==> src/unr_pkg.sv <==
// Constants and types for the pipe not-ready status block
package unr_pkg;

  // ==========================================================================
  // Register map (byte addresses on the AXI4-Lite slave)
  localparam logic [7:0] UNR_OFS_STATUS = 8'h00;
  localparam logic [7:0] UNR_OFS_ENABLE = 8'h04;
  localparam logic [7:0] UNR_OFS_FLAGS  = 8'h08;
  localparam logic [7:0] UNR_OFS_MODE   = 8'h0c;

  // ==========================================================================
  // Field positions
  localparam int unsigned UNR_FLAG_OVERRUN = 0;
  localparam int unsigned UNR_FLAG_CRC     = 1;
  localparam int unsigned UNR_FLAG_ISO_PKT = 2;
  localparam int unsigned UNR_MODE_HOST    = 0;

  // ==========================================================================
  // Reset values
  localparam logic [31:0] UNR_RST_STATUS = 32'h0000_0000;
  localparam logic [31:0] UNR_RST_ENABLE = 32'h0000_0000;
  localparam logic [2:0]  UNR_RST_FLAGS  = 3'h0;
  localparam logic        UNR_RST_HOST   = 1'b0;

  // ==========================================================================
  // Protocol figures
  localparam logic [1:0] UNR_ERR_LIMIT       = 2'h3;
  localparam logic [2:0] UNR_LAST_CSPLIT_UFR = 3'h4;

  // AXI response codes
  localparam logic [1:0] UNR_RESP_OKAY   = 2'h0;
  localparam logic [1:0] UNR_RESP_SLVERR = 2'h2;

  // ==========================================================================
  // Types
  typedef enum logic [3:0] {
    EV_OK        = 4'h0,
    EV_PKT_ERR   = 4'h1,
    EV_TIMEOUT   = 4'h2,
    EV_STALL     = 4'h3,
    EV_NYET      = 4'h4,
    EV_NO_BUF    = 4'h5,
    EV_CRC_ERR   = 4'h6,
    EV_NAK_SENT  = 4'h7,
    EV_PING_FULL = 4'h8,
    EV_SOF_MISS  = 4'h9
  } unr_event_t;

  typedef enum logic [1:0] {
    TT_CTRL = 2'b00,
    TT_ISO  = 2'b01,
    TT_BULK = 2'b10,
    TT_INTR = 2'b11
  } unr_xfer_t;

  typedef enum logic [0:0] {
    WS_IDLE = 1'b0,
    WS_RESP = 1'b1
  } unr_wstate_t;

endpackage

==> src/unr_status.sv <==
// Pipe not-ready status, side flags and interrupt request with AXI4-Lite registers
//
// Operation
// - Status bits clear at reset; software writes zero to clear a pipe bit.
// - A pipe bit sets only when the pipe response is buffer-response.
// - Host mode setup transactions never raise not-ready requests.
// - Function mode raises nothing during control status stage.
// - Host iso transmit empty at OUT time: zero-length packet, bit, overrun.
// - Host non-iso transmit timeout or three errors: bit set, response STALL.
// - Host STALL to OUT or PING outside setup: bit set, response STALL.
// - Host iso receive full at IN time: discard, bit, overrun, packet-error flag on data error.
// - Host non-iso receive timeout or three errors: bit set, response NAK.
// - Host iso receive timeout or error: bit set, response untouched.
// - Host iso receive CRC or stuffing error: bit and CRC flag.
// - Split iso with no data or space: bit and overrun at start-split.
// - Split non-iso transmit hub failure: bit, NAK, clear phase flag on complete-split.
// - Complete-split STALL: bit, response STALL, split phase flag cleared.
// - Split interrupt transmit NYET in microframe 4: bit, phase flag cleared.
// - Split bulk or control receive hub failure: bit, NAK, phase clear on complete.
// - Complete-split interrupt failure: NAK; iso failure: CRC flag; phase cleared.
// - Complete-split iso or interrupt receive NYET microframe 4: bit, CRC, phase clear.
// - Function IN token on empty buffer: bit; iso adds zero-length packet, overrun.
// - Function OUT with no space: iso bit, overrun; others on clean NAK.
// - Function PING with no space sets bit; missed iso token sets at SOF.
//
// The placing of the registers and register access over AXI4-Lite were decided locally.
`timescale 1ns/10ps
`default_nettype none

module unr_status #(
  parameter int unsigned NPIPE  = 10,
  parameter int unsigned PIPE_W = 4
) (
  input  wire logic              sys_clk_i,
  input  wire logic              nrst_i,
  // AXI4-Lite slave
  input  wire logic [7:0]        s_axi_awaddr_i,
  input  wire logic [2:0]        s_axi_awprot_i,
  input  wire logic              s_axi_awvalid_i,
  output logic                   s_axi_awready_o,
  input  wire logic [31:0]       s_axi_wdata_i,
  input  wire logic [3:0]        s_axi_wstrb_i,
  input  wire logic              s_axi_wvalid_i,
  output logic                   s_axi_wready_o,
  output logic [1:0]             s_axi_bresp_o,
  output logic                   s_axi_bvalid_o,
  input  wire logic              s_axi_bready_i,
  input  wire logic [7:0]        s_axi_araddr_i,
  input  wire logic [2:0]        s_axi_arprot_i,
  input  wire logic              s_axi_arvalid_i,
  output logic                   s_axi_arready_o,
  output logic [31:0]            s_axi_rdata_o,
  output logic [1:0]             s_axi_rresp_o,
  output logic                   s_axi_rvalid_o,
  input  wire logic              s_axi_rready_i,
  // Transaction events from the protocol engine (same clock)
  input  wire logic              evt_valid_i,
  input  wire logic [PIPE_W-1:0] evt_pipe_i,
  input  wire unr_pkg::unr_event_t evt_kind_i,
  input  wire unr_pkg::unr_xfer_t  evt_xfer_i,
  input  wire logic              evt_tx_i,
  input  wire logic              evt_split_i,
  input  wire logic              evt_csplit_i,
  input  wire logic              evt_setup_i,
  input  wire logic              evt_status_stage_i,
  input  wire logic [2:0]        evt_uframe_i,
  input  wire logic              evt_data_err_i,
  input  wire logic              evt_retx_i,
  input  wire logic [NPIPE-1:0]  pipe_resp_buf_i,
  // Actions back to the protocol engine and pipe control
  output logic                   pipe_stall_event_o,
  output logic [PIPE_W-1:0]      action_pipe_o,
  output logic                   force_nak_o,
  output logic                   force_stall_o,
  output logic                   split_complete_phase_clear_o,
  output logic                   send_zlp_o,
  output logic                   discard_data_o,
  output logic                   host_mode_o,
  output logic                   pipe_stall_event_irq_o
);
  import unr_pkg::*;

  // ==========================================================================
  // Helpers
  function automatic logic [31:0] lane_mask(input logic [3:0] strb);
    logic [31:0] m;
    m = 32'h0000_0000;
    for (int i = 0; i < 4; i++) begin
      m[i*8 +: 8] = {8{strb[i]}};
    end
    return m;
  endfunction

  function automatic logic is_mapped(input logic [7:0] a);
    return (a == UNR_OFS_STATUS) || (a == UNR_OFS_ENABLE) ||
           (a == UNR_OFS_FLAGS) || (a == UNR_OFS_MODE);
  endfunction

  // ==========================================================================
  // Storage
  logic [NPIPE-1:0] pipe_not_ready_status;
  logic [NPIPE-1:0] irq_enable;
  logic             overrun_flag;
  logic             crc_error_flag;
  logic             iso_receive_packet_error_flag;
  logic             host_mode;
  logic [1:0]       err_cnt [NPIPE];

  unr_wstate_t      wstate;
  logic             aw_held;
  logic             w_held;
  logic [7:0]       aw_addr;
  logic [31:0]      w_data;
  logic [3:0]       w_strb;
  logic             wr_fire;
  logic [31:0]      wr_clr;
  logic [31:0]      wr_mask;

  assign wr_fire = aw_held && w_held && (wstate == WS_IDLE);
  assign wr_mask = lane_mask(w_strb);
  // Write-zero-clear only acts on bits in enabled byte lanes
  assign wr_clr  = ~w_data & wr_mask;

  // ==========================================================================
  // AXI4-Lite write channel
  always_ff @(posedge sys_clk_i) begin
    if (!nrst_i) begin
      s_axi_awready_o <= 1'b0;
      aw_held         <= 1'b0;
      aw_addr         <= 8'h00;
    end else if (s_axi_awvalid_i && s_axi_awready_o) begin
      s_axi_awready_o <= 1'b0;
      aw_held         <= 1'b1;
      aw_addr         <= s_axi_awaddr_i;
    end else if (wr_fire) begin
      aw_held <= 1'b0;
    end else if (!aw_held && (wstate == WS_IDLE)) begin
      s_axi_awready_o <= 1'b1;
    end
  end

  always_ff @(posedge sys_clk_i) begin
    if (!nrst_i) begin
      s_axi_wready_o <= 1'b0;
      w_held         <= 1'b0;
      w_data         <= 32'h0000_0000;
      w_strb         <= 4'h0;
    end else if (s_axi_wvalid_i && s_axi_wready_o) begin
      s_axi_wready_o <= 1'b0;
      w_held         <= 1'b1;
      w_data         <= s_axi_wdata_i;
      w_strb         <= s_axi_wstrb_i;
    end else if (wr_fire) begin
      w_held <= 1'b0;
    end else if (!w_held && (wstate == WS_IDLE)) begin
      s_axi_wready_o <= 1'b1;
    end
  end

  always_ff @(posedge sys_clk_i) begin
    if (!nrst_i) begin
      wstate         <= WS_IDLE;
      s_axi_bvalid_o <= 1'b0;
      s_axi_bresp_o  <= UNR_RESP_OKAY;
    end else begin
      case (wstate)
        WS_IDLE: begin
          if (wr_fire) begin
            wstate         <= WS_RESP;
            s_axi_bvalid_o <= 1'b1;
            s_axi_bresp_o  <= is_mapped(aw_addr) ? UNR_RESP_OKAY : UNR_RESP_SLVERR;
          end
        end
        WS_RESP: begin
          if (s_axi_bready_i) begin
            wstate         <= WS_IDLE;
            s_axi_bvalid_o <= 1'b0;
          end
        end
        default: begin
          wstate         <= WS_IDLE;
          s_axi_bvalid_o <= 1'b0;
        end
      endcase
    end
  end

  // ==========================================================================
  // AXI4-Lite read channel
  logic [31:0] rd_mux;

  always_comb begin
    rd_mux = 32'h0000_0000;
    case (s_axi_araddr_i)
      UNR_OFS_STATUS: rd_mux[NPIPE-1:0] = pipe_not_ready_status;
      UNR_OFS_ENABLE: rd_mux[NPIPE-1:0] = irq_enable;
      UNR_OFS_FLAGS: begin
        rd_mux[UNR_FLAG_OVERRUN] = overrun_flag;
        rd_mux[UNR_FLAG_CRC]     = crc_error_flag;
        rd_mux[UNR_FLAG_ISO_PKT] = iso_receive_packet_error_flag;
      end
      UNR_OFS_MODE:   rd_mux[UNR_MODE_HOST] = host_mode;
      default:        rd_mux = 32'h0000_0000;
    endcase
  end

  always_ff @(posedge sys_clk_i) begin
    if (!nrst_i) begin
      s_axi_arready_o <= 1'b0;
      s_axi_rvalid_o  <= 1'b0;
      s_axi_rdata_o   <= 32'h0000_0000;
      s_axi_rresp_o   <= UNR_RESP_OKAY;
    end else if (s_axi_arvalid_i && s_axi_arready_o) begin
      s_axi_arready_o <= 1'b0;
      s_axi_rvalid_o  <= 1'b1;
      s_axi_rdata_o   <= rd_mux;
      s_axi_rresp_o   <= is_mapped(s_axi_araddr_i) ? UNR_RESP_OKAY : UNR_RESP_SLVERR;
    end else if (s_axi_rvalid_o) begin
      if (s_axi_rready_i) begin
        s_axi_rvalid_o <= 1'b0;
      end
    end else begin
      s_axi_arready_o <= 1'b1;
    end
  end

  // ==========================================================================
  // Consecutive error counting per pipe
  logic is_err;
  logic err3;
  logic fail;
  logic pipe_ok;

  assign pipe_ok = (32'(evt_pipe_i) < NPIPE);
  assign is_err  = (evt_kind_i == EV_PKT_ERR) || (evt_kind_i == EV_CRC_ERR);
  assign err3    = is_err && pipe_ok && (err_cnt[evt_pipe_i] == UNR_ERR_LIMIT - 2'h1);
  assign fail    = (evt_kind_i == EV_TIMEOUT) || err3;

  generate
    for (genvar p = 0; p < NPIPE; p++) begin : g_err
      always_ff @(posedge sys_clk_i) begin
        if (!nrst_i) begin
          err_cnt[p] <= 2'h0;
        end else if (evt_valid_i && (32'(evt_pipe_i) == p)) begin
          // Any good handshake or a reported failure restarts the run
          if (err3 || (evt_kind_i == EV_OK) || (evt_kind_i == EV_TIMEOUT)) begin
            err_cnt[p] <= 2'h0;
          end else if (is_err) begin
            err_cnt[p] <= err_cnt[p] + 2'h1;
          end
        end
      end
    end
  endgenerate

  // ==========================================================================
  // Not-ready decision
  logic req;
  logic set_ovr;
  logic set_crc;
  logic set_pkt;
  logic do_nak;
  logic do_stall;
  logic do_clr;
  logic do_zlp;
  logic do_discard;
  logic iso;
  logic intr;
  logic last_ufr;

  assign iso      = (evt_xfer_i == TT_ISO);
  assign intr     = (evt_xfer_i == TT_INTR);
  assign last_ufr = (evt_uframe_i == UNR_LAST_CSPLIT_UFR);

  always_comb begin
    {req, set_ovr, set_crc, set_pkt, do_nak, do_stall, do_clr, do_zlp, do_discard} = 9'h000;
    if (host_mode) begin
      if (!evt_setup_i) begin
        if (!evt_split_i) begin
          if (evt_tx_i) begin
            if (iso && (evt_kind_i == EV_NO_BUF)) {req, set_ovr, do_zlp} = 3'h7;
            if (!iso && fail) {req, do_stall} = 2'h3;
            if (evt_kind_i == EV_STALL) {req, do_stall} = 2'h3;
          end else begin
            if (iso && (evt_kind_i == EV_NO_BUF)) {req, set_ovr, do_discard, set_pkt} = {3'h7, evt_data_err_i};
            if (!iso && fail) {req, do_nak} = 2'h3;
            if (iso && ((evt_kind_i == EV_TIMEOUT) || is_err)) req = 1'b1;
            if (iso && (evt_kind_i == EV_CRC_ERR)) {req, set_crc} = 2'h3;
            if (evt_kind_i == EV_STALL) {req, do_stall} = 2'h3;
          end
        end else begin
          if (iso && (evt_kind_i == EV_NO_BUF))
            {req, set_ovr, do_zlp, do_discard} = {2'h3, evt_tx_i, !evt_tx_i};
          if (evt_tx_i) begin
            if (!iso && fail) {req, do_nak, do_clr} = {2'h3, evt_csplit_i};
            if (evt_csplit_i && (evt_kind_i == EV_STALL)) {req, do_stall, do_clr} = 3'h7;
            if (intr && evt_csplit_i && (evt_kind_i == EV_NYET) && last_ufr) {req, do_clr} = 2'h3;
          end else begin
            if (((evt_xfer_i == TT_BULK) || (evt_xfer_i == TT_CTRL)) && fail)
              {req, do_nak, do_clr} = {2'h3, evt_csplit_i};
            if (evt_csplit_i && intr && fail) {req, do_nak, do_clr} = 3'h7;
            if (evt_csplit_i && iso && fail) {req, set_crc, do_clr} = 3'h7;
            if (evt_csplit_i && !iso && (evt_kind_i == EV_STALL)) {req, do_stall, do_clr} = 3'h7;
            if (evt_csplit_i && (iso || intr) && (evt_kind_i == EV_NYET) && last_ufr)
              {req, set_crc, do_clr} = 3'h7;
          end
        end
      end
    end else if (!evt_status_stage_i) begin
      if (evt_tx_i) begin
        if (evt_kind_i == EV_NO_BUF) {req, set_ovr, do_zlp} = {1'b1, iso, iso};
      end else begin
        if (iso && (evt_kind_i == EV_NO_BUF)) {req, set_ovr} = 2'h3;
        // Retransmitted or corrupt data is no real overflow
        if (!iso && (evt_kind_i == EV_NAK_SENT) && !evt_retx_i && !evt_data_err_i) req = 1'b1;
        if (evt_kind_i == EV_PING_FULL) req = 1'b1;
        if (iso && (evt_kind_i == EV_SOF_MISS)) req = 1'b1;
      end
    end
  end

  // ==========================================================================
  // Qualification and status update
  logic             act;
  logic [NPIPE-1:0] set_vec;
  logic             wr_status;
  logic             wr_flags;

  // Pipes not in buffer-response mode set no status, flag or action pulse; their error runs are still counted
  assign act       = evt_valid_i && pipe_ok && req && pipe_resp_buf_i[evt_pipe_i];
  assign set_vec   = act ? (NPIPE'(1) << evt_pipe_i) : '0;
  assign wr_status = wr_fire && (aw_addr == UNR_OFS_STATUS);
  assign wr_flags  = wr_fire && (aw_addr == UNR_OFS_FLAGS);

  always_ff @(posedge sys_clk_i) begin
    if (!nrst_i) begin
      pipe_not_ready_status <= UNR_RST_STATUS[NPIPE-1:0];
    end else begin
      // A new event in the clearing cycle survives the clear
      pipe_not_ready_status <= (pipe_not_ready_status &
                                ~(wr_status ? wr_clr[NPIPE-1:0] : '0)) | set_vec;
    end
  end

  always_ff @(posedge sys_clk_i) begin
    if (!nrst_i) begin
      overrun_flag                  <= UNR_RST_FLAGS[UNR_FLAG_OVERRUN];
      crc_error_flag                <= UNR_RST_FLAGS[UNR_FLAG_CRC];
      iso_receive_packet_error_flag <= UNR_RST_FLAGS[UNR_FLAG_ISO_PKT];
    end else begin
      overrun_flag <= (overrun_flag & ~(wr_flags & wr_clr[UNR_FLAG_OVERRUN])) | (act & set_ovr);
      crc_error_flag <= (crc_error_flag & ~(wr_flags & wr_clr[UNR_FLAG_CRC])) | (act & set_crc);
      iso_receive_packet_error_flag <= (iso_receive_packet_error_flag &
                                        ~(wr_flags & wr_clr[UNR_FLAG_ISO_PKT])) | (act & set_pkt);
    end
  end

  always_ff @(posedge sys_clk_i) begin
    if (!nrst_i) begin
      irq_enable <= UNR_RST_ENABLE[NPIPE-1:0];
      host_mode  <= UNR_RST_HOST;
    end else if (wr_fire) begin
      if (aw_addr == UNR_OFS_ENABLE) begin
        irq_enable <= (irq_enable & ~wr_mask[NPIPE-1:0]) | (w_data[NPIPE-1:0] & wr_mask[NPIPE-1:0]);
      end
      if ((aw_addr == UNR_OFS_MODE) && w_strb[0]) begin
        host_mode <= w_data[UNR_MODE_HOST];
      end
    end
  end

  // ==========================================================================
  // Registered action outputs, one-cycle pulses; action pipe, host mode and interrupt request are levels
  always_ff @(posedge sys_clk_i) begin
    if (!nrst_i) begin
      pipe_stall_event_o           <= 1'b0;
      action_pipe_o                <= '0;
      force_nak_o                  <= 1'b0;
      force_stall_o                <= 1'b0;
      split_complete_phase_clear_o <= 1'b0;
      send_zlp_o                   <= 1'b0;
      discard_data_o               <= 1'b0;
      host_mode_o                  <= UNR_RST_HOST;
      pipe_stall_event_irq_o                   <= 1'b0;
    end else begin
      pipe_stall_event_o           <= act;
      action_pipe_o                <= evt_pipe_i;
      force_nak_o                  <= act & do_nak;
      force_stall_o                <= act & do_stall;
      split_complete_phase_clear_o <= act & do_clr;
      send_zlp_o                   <= act & do_zlp;
      discard_data_o               <= act & do_discard;
      host_mode_o                  <= host_mode;
      pipe_stall_event_irq_o                   <= |(pipe_not_ready_status & irq_enable);
    end
  end

endmodule // unr_status

`default_nettype wire

==> config.mk <==
export PLATFORM = sky130hd
export DESIGN_NAME = unr_status
export DESIGN_NICKNAME = d
export VERILOG_FILES = /design/src/unr_pkg.sv /design/src/unr_status.sv
export SDC_FILE = /design/constraint.sdc
export NUM_CORES = 1
export LEC_CHECK = 0
export BUFFER_PORTS_ARGS = -buffer_cell sky130_fd_sc_hd__buf_2
export CAP_MARGIN = 0
export CELL_PAD_IN_SITES_DETAIL_PLACEMENT = 0
export CELL_PAD_IN_SITES_GLOBAL_PLACEMENT = 1
export CORE_MARGIN = 3
export CORE_UTILIZATION = 38
export DETAILED_ROUTE_END_ITERATION = 8
export GPL_TIMING_DRIVEN = 0
export PLACE_DENSITY_LB_ADDON = 0.1
export SYNTH_ARGS = -nofsm -noshare
export SYNTH_HDL_FRONTEND = slang
export SYNTH_SLANG_ARGS = --single-unit
==> constraint.sdc <==
create_clock -name sys_clk_i -period 3 [get_ports sys_clk_i]
set_clock_uncertainty 0.1 [all_clocks]
set_input_delay 0.3 -clock sys_clk_i [delete_from_list [all_inputs] [get_ports sys_clk_i]]
set_output_delay 0.3 -clock sys_clk_i [all_outputs]
set_load 0.005 [all_outputs]
* Word-level counts from Yosys, hierarchy flattened
Memories as Yosys holds them, arrays and structs flattened.
Index checks and enable logic that the tools add are counted.
** Word-level totals
- Register bits :: 78
- Bits in latches :: 0
- Memory bits (writable) :: 20
- Bits in read-only memories :: 0
- Output and inout bits :: 53
- Word-level logic and storage cells :: 397
- Memories kept :: 1
** Memories
- err_cnt :: words 10, bits a word 2, read ports 11, clocked after memory_dff 0, wr ports 10, RTL line unr_status.sv:107 : logic [1:0] err_cnt [NPIPE];
** Operators by class
- Add/sub/neg operators :: 10
- Multiply operators :: 0
- Divide/modulo/power cells :: 0
- Order comparisons :: 2
- Equality and inequality tests :: 31
- Shifts and indexed selects :: 1
- Multiplexer cells :: 188
- Bitwise gates (word level) :: 53
- Reduce and logical (&&, ||, !) cells :: 82
** Operators by type and width (count)
- two-way mux 1 bit :: 158
- bitwise AND 10 bit :: 5
- logical AND 1 bit :: 46
- two-way mux 2 bit :: 22
- == test 4 x 3 -> 1 bit (second input constant) :: 8
- == test 8 x 4 -> 1 bit (second input constant) :: 4
- NOT 10 bit :: 3
- OR 1 bit :: 23
- adder 2 x 1 -> 2 bit (second input constant) :: 10
- two-way mux 10 bit :: 2
- OR 10 bit :: 2
- == test 4 x 2 -> 1 bit (second input constant) :: 4
- == test 4 bit (second input constant) :: 4
- == test 8 x 3 -> 1 bit (second input constant) :: 2
- zero test 8 bit :: 2
- bitwise AND 1 bit :: 14
- case mux 7 bit (2 select lines) :: 1
- logical OR 1 bit :: 13
- AND reduction 2 bit :: 6
- OR reduction 10 bit :: 1
- left shift 1 x 4 -> 10 bit (first input constant) :: 1
- == test 4 x 1 -> 1 bit (second input constant) :: 2
- zero test 4 bit :: 2
- == test 2 bit (second input constant) :: 3
- other kinds (14) :: 29

* Longest topological paths before layout
Gate-level depths: netlist of the first run.
- Word-level depth :: 19
- Mapped depth :: 10

* Least setup slack after synthesis of the first run
OpenSTA, ideal clock, no wires.
- Path type :: input to register
- Start :: in evt_pipe_i[0]
- End :: mem err_cnt[2][1], data pin
- Setup time :: 267 ps
- Arrival time :: 1835 ps
- Path slack :: 798 ps
- Stages on the path :: 9
- Path buffers :: 2
- Path through :: buf_6 -> mux4_2 -> o22a_1 -> o21ai_2 -> nand3_2 -> nand4_2 -> or2_1 -> clkbuf_1 -> nor3_1
** RTL lines
- from (decl) :: RTL line unr_status.sv:58 : input wire logic [PIPE_W-1:0] evt_pipe_i,
- to (decl) :: RTL line unr_status.sv:107

==> results by group, run 1 <==
Setup path
  – CP startpoint kind: flip-flop
  – Arrival time worst endpoint: 2480 ps
  – Critical path type: reg -> reg
  – Max Fanout on Critical Path: 8
  – Critical-path cell list: mux4_2, o22a_1, o21ai_2, nand3_2, nand4_2, or2_1, clkbuf_1, nor3_1
  – Slowest cell on crit path: mux4_2
  – CP top delay family: simple AND/OR/NAND/NOR gates
  – Worst stage delay on the critical path: 510 ps
  – Required time of the critical path: 2960 ps
  – WP buf/inv: 1
  – Critical Path Sink Type: flip-flop

Die
  – Die W: 117 um
  – Total core area: 12,100 um2
  – Initial Util: 0.391
  – IO Count: 149
  – Die ar.: 13,800 um2
  – Chip height: 117 um
  – # rows: 40

Yosys
  – Cells after Synth: 516
  – Netlist cell types: 63
  – Top_reg_cell synth: dfxtp_1
  – Synth warnings: 0
  – Post-synth top area share: 0.323
  – Ys async rst share: 0
  – Cell taking the most area after synthesis: dfxtp_1
  – Post-synth top cells: dfxtp_1 (76), nand2_1 (57), nor2_1 (45), a21oi_1 (35), nor3_1 (26)
  – Most frequent cell after synthesis: dfxtp_1
  – Post-Syn Area: 4710 um2
  – #FFs+latches synth: 96
  – Sequential share of the synthesized area: 0.450
  – Post-synth EDFFs: 20
  – Synth top area cells: dfxtp_1 (32%), edfxtp_1 (13%), mux2i_1 (4.9%)
  – Mean Syn Cell Area: 9.14 um2

Placed design
  – Dpl cells: 795
  – Post-DP Area: 5450 um2
  – I/O Buffers: 88
  – DP Wirelength: 9300 um
  – Dpl ws: 302 ps
  – Gpl congestion: 0.910

Clocking
  – CTS Buf Count: 9
  – Clock insertion delay at the later pin of the skew report: 340 ps
  – Clock root cell: clkbuf_16
  – CTS sink cnt: 96
  – CTS Buffer Depth: 2
  – Post-cts resize count: 0
  – Post-CTS Setup Bufs: 0
  – H-tree depth: 3
  – TritonCTS clock tree: built
  – Clock transition at path regs: 70 ps
  – Post-CTS Hold Buffers: 0

Power and ir drop
  – VDD IR max: 0.299 mV
  – Leakage: 2.29 nW
  – Power per cell area: 499 nW/um2

Timing
  – Setup violators final: 0
  – Max-slew violations: 0
  – Final worst slack: 488 ps
  – RSZ-0062 raised after global routing: no
  – Least-Margin Pin Slew: 767 ps
  – Final period util: 0.837
  – TNS Setup: 0 ps
  – Tmin final: 2510 ps
  – Final Hold Viols: 0
  – Relative slew slack: 0.484
  – Max Freq: 0.398 GHz

Finish
  – Finished Cell Area: 5770 um2
  – Layout cell share with drive strength beyond 1: 0.249
  – Final nets: 734
  – Post-route non-filler standard cell count: 811
  – ANT cells: 0
  – Layout area overhead: 22.3%
  – Fill count: 1,219
  – Core Util, Final: 0.478

Detailed routing
  – Remaining DRCs: 0
  – Post-Route WL: 12,200 um
  – ANT nets after route: 0
  – Initial DRC count: 290
  – Total number of vias: 4,057
  – Via/cell ratio: 5.00
  – DRT Pass-1 Iters: 4
  – Routed len/inst: 15.1 um

Min path
  – Tightest Hold Check Type: in -> reg

Run status
  – Outcome: complete, no violations

Global route
  – Global Route Usage Sum: 0.175
  – Global route overflow: 0
  – Initial antenna violation count: 0
  – Number of global-route vias before repair: 3,920
  – Pin count of the biggest net entering global routing: 17
  – First-pass GRT wire length: 19,900 um

Job
  – Max-Cap Viols: 0
==> final timing paths <==
check / start / endpoint / slack (ps) / cells past startpoint
max reg2reg: err_cnt[7][0] / err_cnt[1][1] / 490 / 8
min reg2reg: aw_addr[6] / aw_addr[6] / 360 / 2
min: s_axi_wdata_i[9] / w_data[9] / 100 / 3
max: err_cnt[7][0] / err_cnt[1][1] / 490 / 8
==> worst register-to-register path, cell delays in order, from the launching register on <==
cell and delay [ps]:
edfxtp_1 440, mux4_2 510, o22a_1 230, o21ai_2 90, nand3_2 170, nand4_2 200
or2_1 120, clkbuf_1 300, nor3_1 100
==> power by group <==
group	switching (W)	internal, W
Clock	0.000494	0.000702
Sequential	0.0000297	0.00135
Combinational	0.000166	0.000131
Total	0.000690	0.00218
==> layer usage <==
layer | up-vias | global-route usage | wire, um
li1 | 2061 | - | -
met1 | 1881 | 0.235 | 5840
met2 | 105 | 0.284 | 5660
met3 | 10 | 0.0352 | 561
met4 | 0 | 0.0557 | 157
met5 | - | 0 | 0
==> area by class of cell <==
cell class,count,area [um2],share of cell area
Clock inverter,5,60.1,0.0104
Tap cell,168,210,0.0365
Sequential cell,96,2120,0.368
Inverter,11,41.3,0.00716
Clock buffer,11,254,0.0441
Timing Repair Buffer,88,440,0.0764
Multi-Input combinational cell,373,2290,0.398
Buffer,59,343,0.0595
==> placed cells by master, fill, tap and decap left out, types with 9 or more instances in the layout <==
master	synthesis	final
buf_4	24	24
dfxtp_1	76	76
clkbuf_1	25	26
conb_1	1	24
edfxtp_1	20	20
nor2b_1	9	9
nand2_1	57	57
clkbuf_16	0	10
a21oi_1	35	35
buf_2	7	95
mux2i_1	23	23
nor2_1	45	45
nand3_1	15	15
nor3_1	26	26
inv_1	10	10
o21ai_0	20	20
xnor2_1	10	10
o211ai_1	12	12
==> metrics by stage <==
| step | hold WS, ps | total power [W] |
|---|---|---|
| finish | 102 | 0.00288 |
| CTS | 94.2 | 0.00290 |
| global route | 96.4 | 0.00299 |
| detailed placement | 351 | 0.00171 |
| global placement | 345 | 0.00170 |
| floorplan | 336 | 0.00160 |
==> cells by family after synthesis <==
group	count (synthesis)	share of synthesized area
buf+inv	70	0.0815
simple gates	196	0.206
flops	96	0.450
other cells	1	0.000795
xor+xnor	10	0.0186
compound gates	111	0.158
mux	32	0.0847
(Power assumes the default switching activity.)
==> run 2: changes to the inputs <==
==> constraint.sdc (replaced) <==
create_clock -name sys_clk_i -period 2.6 [get_ports sys_clk_i]
set_clock_uncertainty 0.1 [all_clocks]
set_input_delay 0.26 -clock sys_clk_i [delete_from_list [all_inputs] [get_ports sys_clk_i]]
set_output_delay 0.26 -clock sys_clk_i [all_outputs]
set_load 0.005 [all_outputs]
==> run 2 against run 1 <==
Cell area decreased by 0.13%. Power is 15% higher. Utilization fell by 0.062 points. First-iteration DRC count shrank 11%.
==> results by group, run 2 (synthesis gave the netlist of run 1 again) <==
Setup path
  – WP buf/inv: 1
  – Arrival time worst endpoint: 2570 ps
  – Critical path type: reg -> reg
  – CP top delay family: compound AO/OA/AOI/OAI gates
  – Slowest cell on crit path: mux4_2
  – Required time of the critical path: 2730 ps
  – Critical-path cell list: mux4_2, o22a_1, o21ai_2, nand3_2, o22ai_2, a21oi_2, buf_6, nor4_1
  – Worst stage delay on the critical path: 510 ps
  – Max Fanout on Critical Path: 10
  – Critical Path Sink Type: flip-flop
  – CP startpoint kind: flip-flop

Placed design
  – Gpl congestion: 0.910
  – Dpl ws: -57.9 ps
  – I/O Buffers: 88
  – DP Wirelength: 9300 um
  – Dpl cells: 795

Power and ir drop
  – Power per cell area: 576 nW/um2
  – Int Power: 0.00252 W
  – Sw Share: 0.240
  – VDD IR max: 0.345 mV
  – Clk network pwr share: 0.416
  – Register share of total power: 0.480
  – Leakage: 2.29 nW
  – Total Power: 0.00332 W
  – Part of the power in combinational logic: 0.104
  – Net switching power of the design: 0.000798 W

Clocking
  – Clock transition at path regs: 70 ps
  – Post-CTS Hold Buffers: 0
  – H-tree depth: 3
  – CTS sink cnt: 96
  – Post-cts resize count: 0
  – TritonCTS clock tree: built
  – Clock root cell: clkbuf_16
  – Clock insertion delay at the later pin of the skew report: 340 ps
  – CTS Buf Count: 9
  – Post-CTS Setup Bufs: 0
  – CTS Buffer Depth: 2

Detailed routing
  – Initial DRC count: 259
  – Post-Route WL: 12,300 um
  – ANT nets after route: 0
  – Routed len/inst: 15.1 um
  – Remaining DRCs: 0
  – DRT Pass-1 Iters: 4
  – Via/cell ratio: 5.03
  – Total number of vias: 4,070

Finish
  – Final nets: 732
  – Reg area: 2120 um2
  – Area of the multi-input gates: 2290 um2
  – Post-route non-filler standard cell count: 809
  – Core Util, Final: 0.477
  – Layout area overhead: 22.1%
  – Commonest non-fill, non-tap cell in the layout: buf_2
  – Most frequent cells in the layout: buf_2 (95), dfxtp_1 (76), nand2_1 (57)
  – Fill count: 1,218
  – ANT cells: 0
  – Layout cell share with drive strength beyond 1: 0.250

Timing
  – RSZ-0062 raised after global routing: no
  – Final period util: 0.938
  – Final Hold Viols: 0
  – Relative slew slack: 0.477
  – Max-slew violations: 0
  – Max Freq: 0.410 GHz
  – Setup violators final: 0
  – Least-Margin Pin Slew: 777 ps
  – Worst hold slack: 61.7 ps
  – Final worst slack: 161 ps
  – Tmin final: 2440 ps

Global route
  – Initial antenna violation count: 0
  – First-pass GRT wire length: 19,900 um
  – Pin count of the biggest net entering global routing: 17
  – Global Route Usage Sum: 0.175
  – Number of global-route vias before repair: 3,920
  – Global route overflow: 0

Min path
  – Tightest Hold Check Type: in -> reg

Die
  – Die W: 117 um
  – IO Count: 149
  – # rows: 40
  – Chip height: 117 um
  – Initial Util: 0.391
  – Die ar.: 13,800 um2
  – Total core area: 12,100 um2

Job
  – Max-Cap Viols: 0

Run status
  – Outcome: complete, no violations
[run 2: power by group through the flow]
stage               Sequential [W]  Combinational, W  Clock (W)
floorplan                  0.00162          0.000225          0
global placement           0.00163          0.000338          0
detailed placement         0.00163          0.000342          0
CTS                        0.00159          0.000344    0.00141
global route               0.00160          0.000385    0.00147
finish                     0.00159          0.000344    0.00138
[run 2: per-stage QoR]
stage          setup TNS (ps)  instance area [um2]
6_report                    0                 5760
5_1_grt                     0                 5760
4_1_cts                     0                 5770
3_5_place_dp             -457                 5450
3_3_place_gp            -92.6                 5450
2_1_floorplan               0                 4800
[run 2: worst paths after layout]
check / startpoint / to / slack (ps) / depth (start not counted)
worst max-delay path: err_cnt[7][0] / discard_data_o / 160 / 8
worst max register to register: err_cnt[7][0] / discard_data_o / 160 / 8
worst min-delay path: s_axi_wdata_i[9] / w_data[9] / 60 / 3
worst min register to register: aw_addr[6] / aw_addr[6] / 360 / 2
[run 2: routing by layer]
layer / up-vias / part of all wire / wire length, um / global-route usage
met5: - / 0 / 0 / 0
met4: 0 / 0.018 / 226 / 0.0557
met3: 13 / 0.051 / 620 / 0.0352
met2: 114 / 0.46 / 5620 / 0.284
met1: 1889 / 0.47 / 5790 / 0.235
li1: 2054 / - / - / -
[run 2: final cells by class]
| type | count | area share |
|---|---|---|
| inverter | 11 | 0.00717 |
| sequential | 96 | 0.369 |
| buffer | 57 | 0.0582 |
| timing repair buffer | 88 | 0.0765 |
| multi-input combinational | 373 | 0.399 |
| clock buffer | 11 | 0.0441 |
| clock inverter | 5 | 0.0104 |
| tap | 168 | 0.0365 |
[run 2: tightest hold or removal path: stages]
cell and delay, ps:
buf_2 100, nand2_1 40, a21oi_1 50
==> run 3: changes to the inputs <==
--- a/config.mk
+++ b/config.mk
@@ -14,6 +14,7 @@
 export DETAILED_ROUTE_END_ITERATION = 8
 export GPL_TIMING_DRIVEN = 0
 export PLACE_DENSITY_LB_ADDON = 0.1
+export REMOVE_ABC_BUFFERS = 1
 export SYNTH_ARGS = -nofsm -noshare
 export SYNTH_HDL_FRONTEND = slang
 export SYNTH_SLANG_ARGS = --single-unit
==> run 3 against run 2 <==
Utilization down 1.9 points. Highest routed layer unchanged. Critical path depth shrank 1. Combinational power is 12% lower. Sequential share of layout area rose by 1.5 points. Count of clock-buffer cells in the layout is the same. First-iteration DRC count decreased by 6.9%. Power is 2.6% higher. Non-clock buffer count fell by 49. Register-to-register slack improved by 40 ps. Hold slack lost 20 ps.
==> results by group, run 3 (synthesis gave the netlist of run 1 again) <==
Run status
  – Outcome: complete, no violations

Setup path
  – Critical path type: reg -> reg
  – Required time of the critical path: 2740 ps
  – CP startpoint kind: flip-flop
  – Critical Path Sink Type: flip-flop
  – R2r startpoint: err_cnt[4][0]
  – Arrival time worst endpoint: 2530 ps
  – Worst Setup SP: err_cnt[4][0]
  – Max Fanout on Critical Path: 16

Global route
  – Initial antenna violation count: 0
  – Global route overflow: 0
  – Number of global-route vias before repair: 3,811
  – First-pass GRT wire length: 19,300 um
  – Global Route Usage Sum: 0.173
  – Pin count of the biggest net entering global routing: 34

Clocking
  – CTS sink cnt: 96
  – Clock transition at path regs: 70 ps
  – Clock root cell: clkbuf_16
  – Clock insertion delay at the later pin of the skew report: 350 ps
  – TritonCTS clock tree: built
  – Post-CTS Hold Buffers: 0
  – H-tree depth: 3
  – CTS Buf Count: 9
  – CTS Buffer Depth: 2

Timing
  – Max-slew violations: 0
  – Final Hold Viols: 0
  – Final period util: 0.921
  – Final worst slack: 205 ps
  – TNS Setup: 0 ps
  – Tmin final: 2390 ps
  – Setup violators final: 0
  – Least-Margin Pin Slew: 801 ps
  – Relative slew slack: 0.461
  – RSZ-0062 raised after global routing: no
  – Max Freq: 0.418 GHz

Placed design
  – DP Wirelength: 8440 um
  – I/O Buffers: 94
  – Dpl ws: -374 ps
  – Gpl congestion: 0.824

Detailed routing
  – Remaining DRCs: 0
  – Routed len/inst: 15.4 um
  – Via/cell ratio: 5.14
  – Post-Route WL: 11,700 um
  – ANT nets after route: 0
  – DRT Pass-1 Iters: 4
  – Total number of vias: 3,908
  – Initial DRC count: 241

Finish
  – Layout area overhead: 17.4%
  – Fill count: 1,215
  – Reg area: 2120 um2
  – Commonest non-fill, non-tap cell in the layout: buf_2
  – Final nets: 683
  – ANT cells: 0
  – Layout cell share with drive strength beyond 1: 0.230
  – Area of the multi-input gates: 2310 um2
  – Most frequent cells in the layout: buf_2 (94), dfxtp_1 (76), nand2_1 (57)

Power and ir drop
  – Leakage: 2.13 nW
  – Register share of total power: 0.469
  – VDD IR max: 0.316 mV
  – Part of the power in combinational logic: 0.089
  – Total Power: 0.00340 W
  – Power per cell area: 615 nW/um2
  – Net switching power of the design: 0.000779 W
  – Clk network pwr share: 0.442
  – Sw Share: 0.229
  – Int Power: 0.00263 W

Die
  – Initial Util: 0.391
  – # rows: 40
  – Total core area: 12,100 um2
  – Die W: 117 um
  – IO Count: 149
  – Chip height: 117 um
  – Die ar.: 13,800 um2

Min path
  – Hold path start: s_axi_wdata_i[1]
  – Tightest Hold Check Type: in -> reg

Job
  – Max-Cap Viols: 0
## run 3: cell types whose count changed in the layout (fill, tap and decap cells not counted), moves of 2 or more
cell | previous run | this run
buf_4 | 24 | 1
buf_6 | 3 | 0
bufinv_16 | 1 | 3
clkbuf_1 | 24 | 2
inv_6 | 2 | 0
## run 3: per-layer routing
metal	vias up	wire, um	track usage
met2	109	5350	0.274
met3	19	632	0.0386
li1	1962	-	-
met5	-	0	0
met4	0	260	0.0704
met1	1818	5490	0.229
## run 3: worst max-delay path: stages, from the launching register on
cell      delay, ps
edfxtp_1        430
mux4_2          490
o22a_1          240
o21ai_2          90
nand3_2         160
o22ai_2         240
a21oi_4         180
o41ai_1         340
## run 3: final timing paths
check	to	slack, ps	cells after the start
setup / recovery	pipe_not_ready_status[5]	210	7
hold / removal	w_data[1]	40	3
setup reg to reg	pipe_not_ready_status[5]	210	7
hold reg to reg	aw_addr[4]	360	2
## run 3: repair_timing
action | CTS | global route
resized for setup | 1 | 3
setup endpoints to repair | 16 | 11
setup buffers | 0 | 0
pin swaps | 0 | 0
hold endpoints to repair | 0 | 0
## run 3: area by class of cell
class,count,share of cell area
well taps,168,0.0380
repair buffers,96,0.0914
clock buffers,11,0.0421
inverters,11,0.00746
clock inverters,5,0.0192
flip-flops and latches,96,0.384
multi-input cells,373,0.418
## run 3: power by group through the flow
stage	sequential, W	combinational (W)	clock, W
finish	0.00160	0.000302	0.00151
global route	0.00160	0.000343	0.00160
CTS	0.00160	0.000302	0.00155
detailed placement	0.00163	0.000299	0
global placement	0.00163	0.000291	0
floorplan	0.00162	0.000159	0
## run 3: through the flow
step                      instance area, um2  hold slack, ps  instances  utilization
after floorplan                         4460             239        480            -
after global placement                  5140             345        742        0.426
after detailed placement                5170             351        743        0.428
after CTS                               5510            29.2        759        0.457
after global routing                    5530            38.2        760        0.459
final                                   5530            41.9        760        0.459
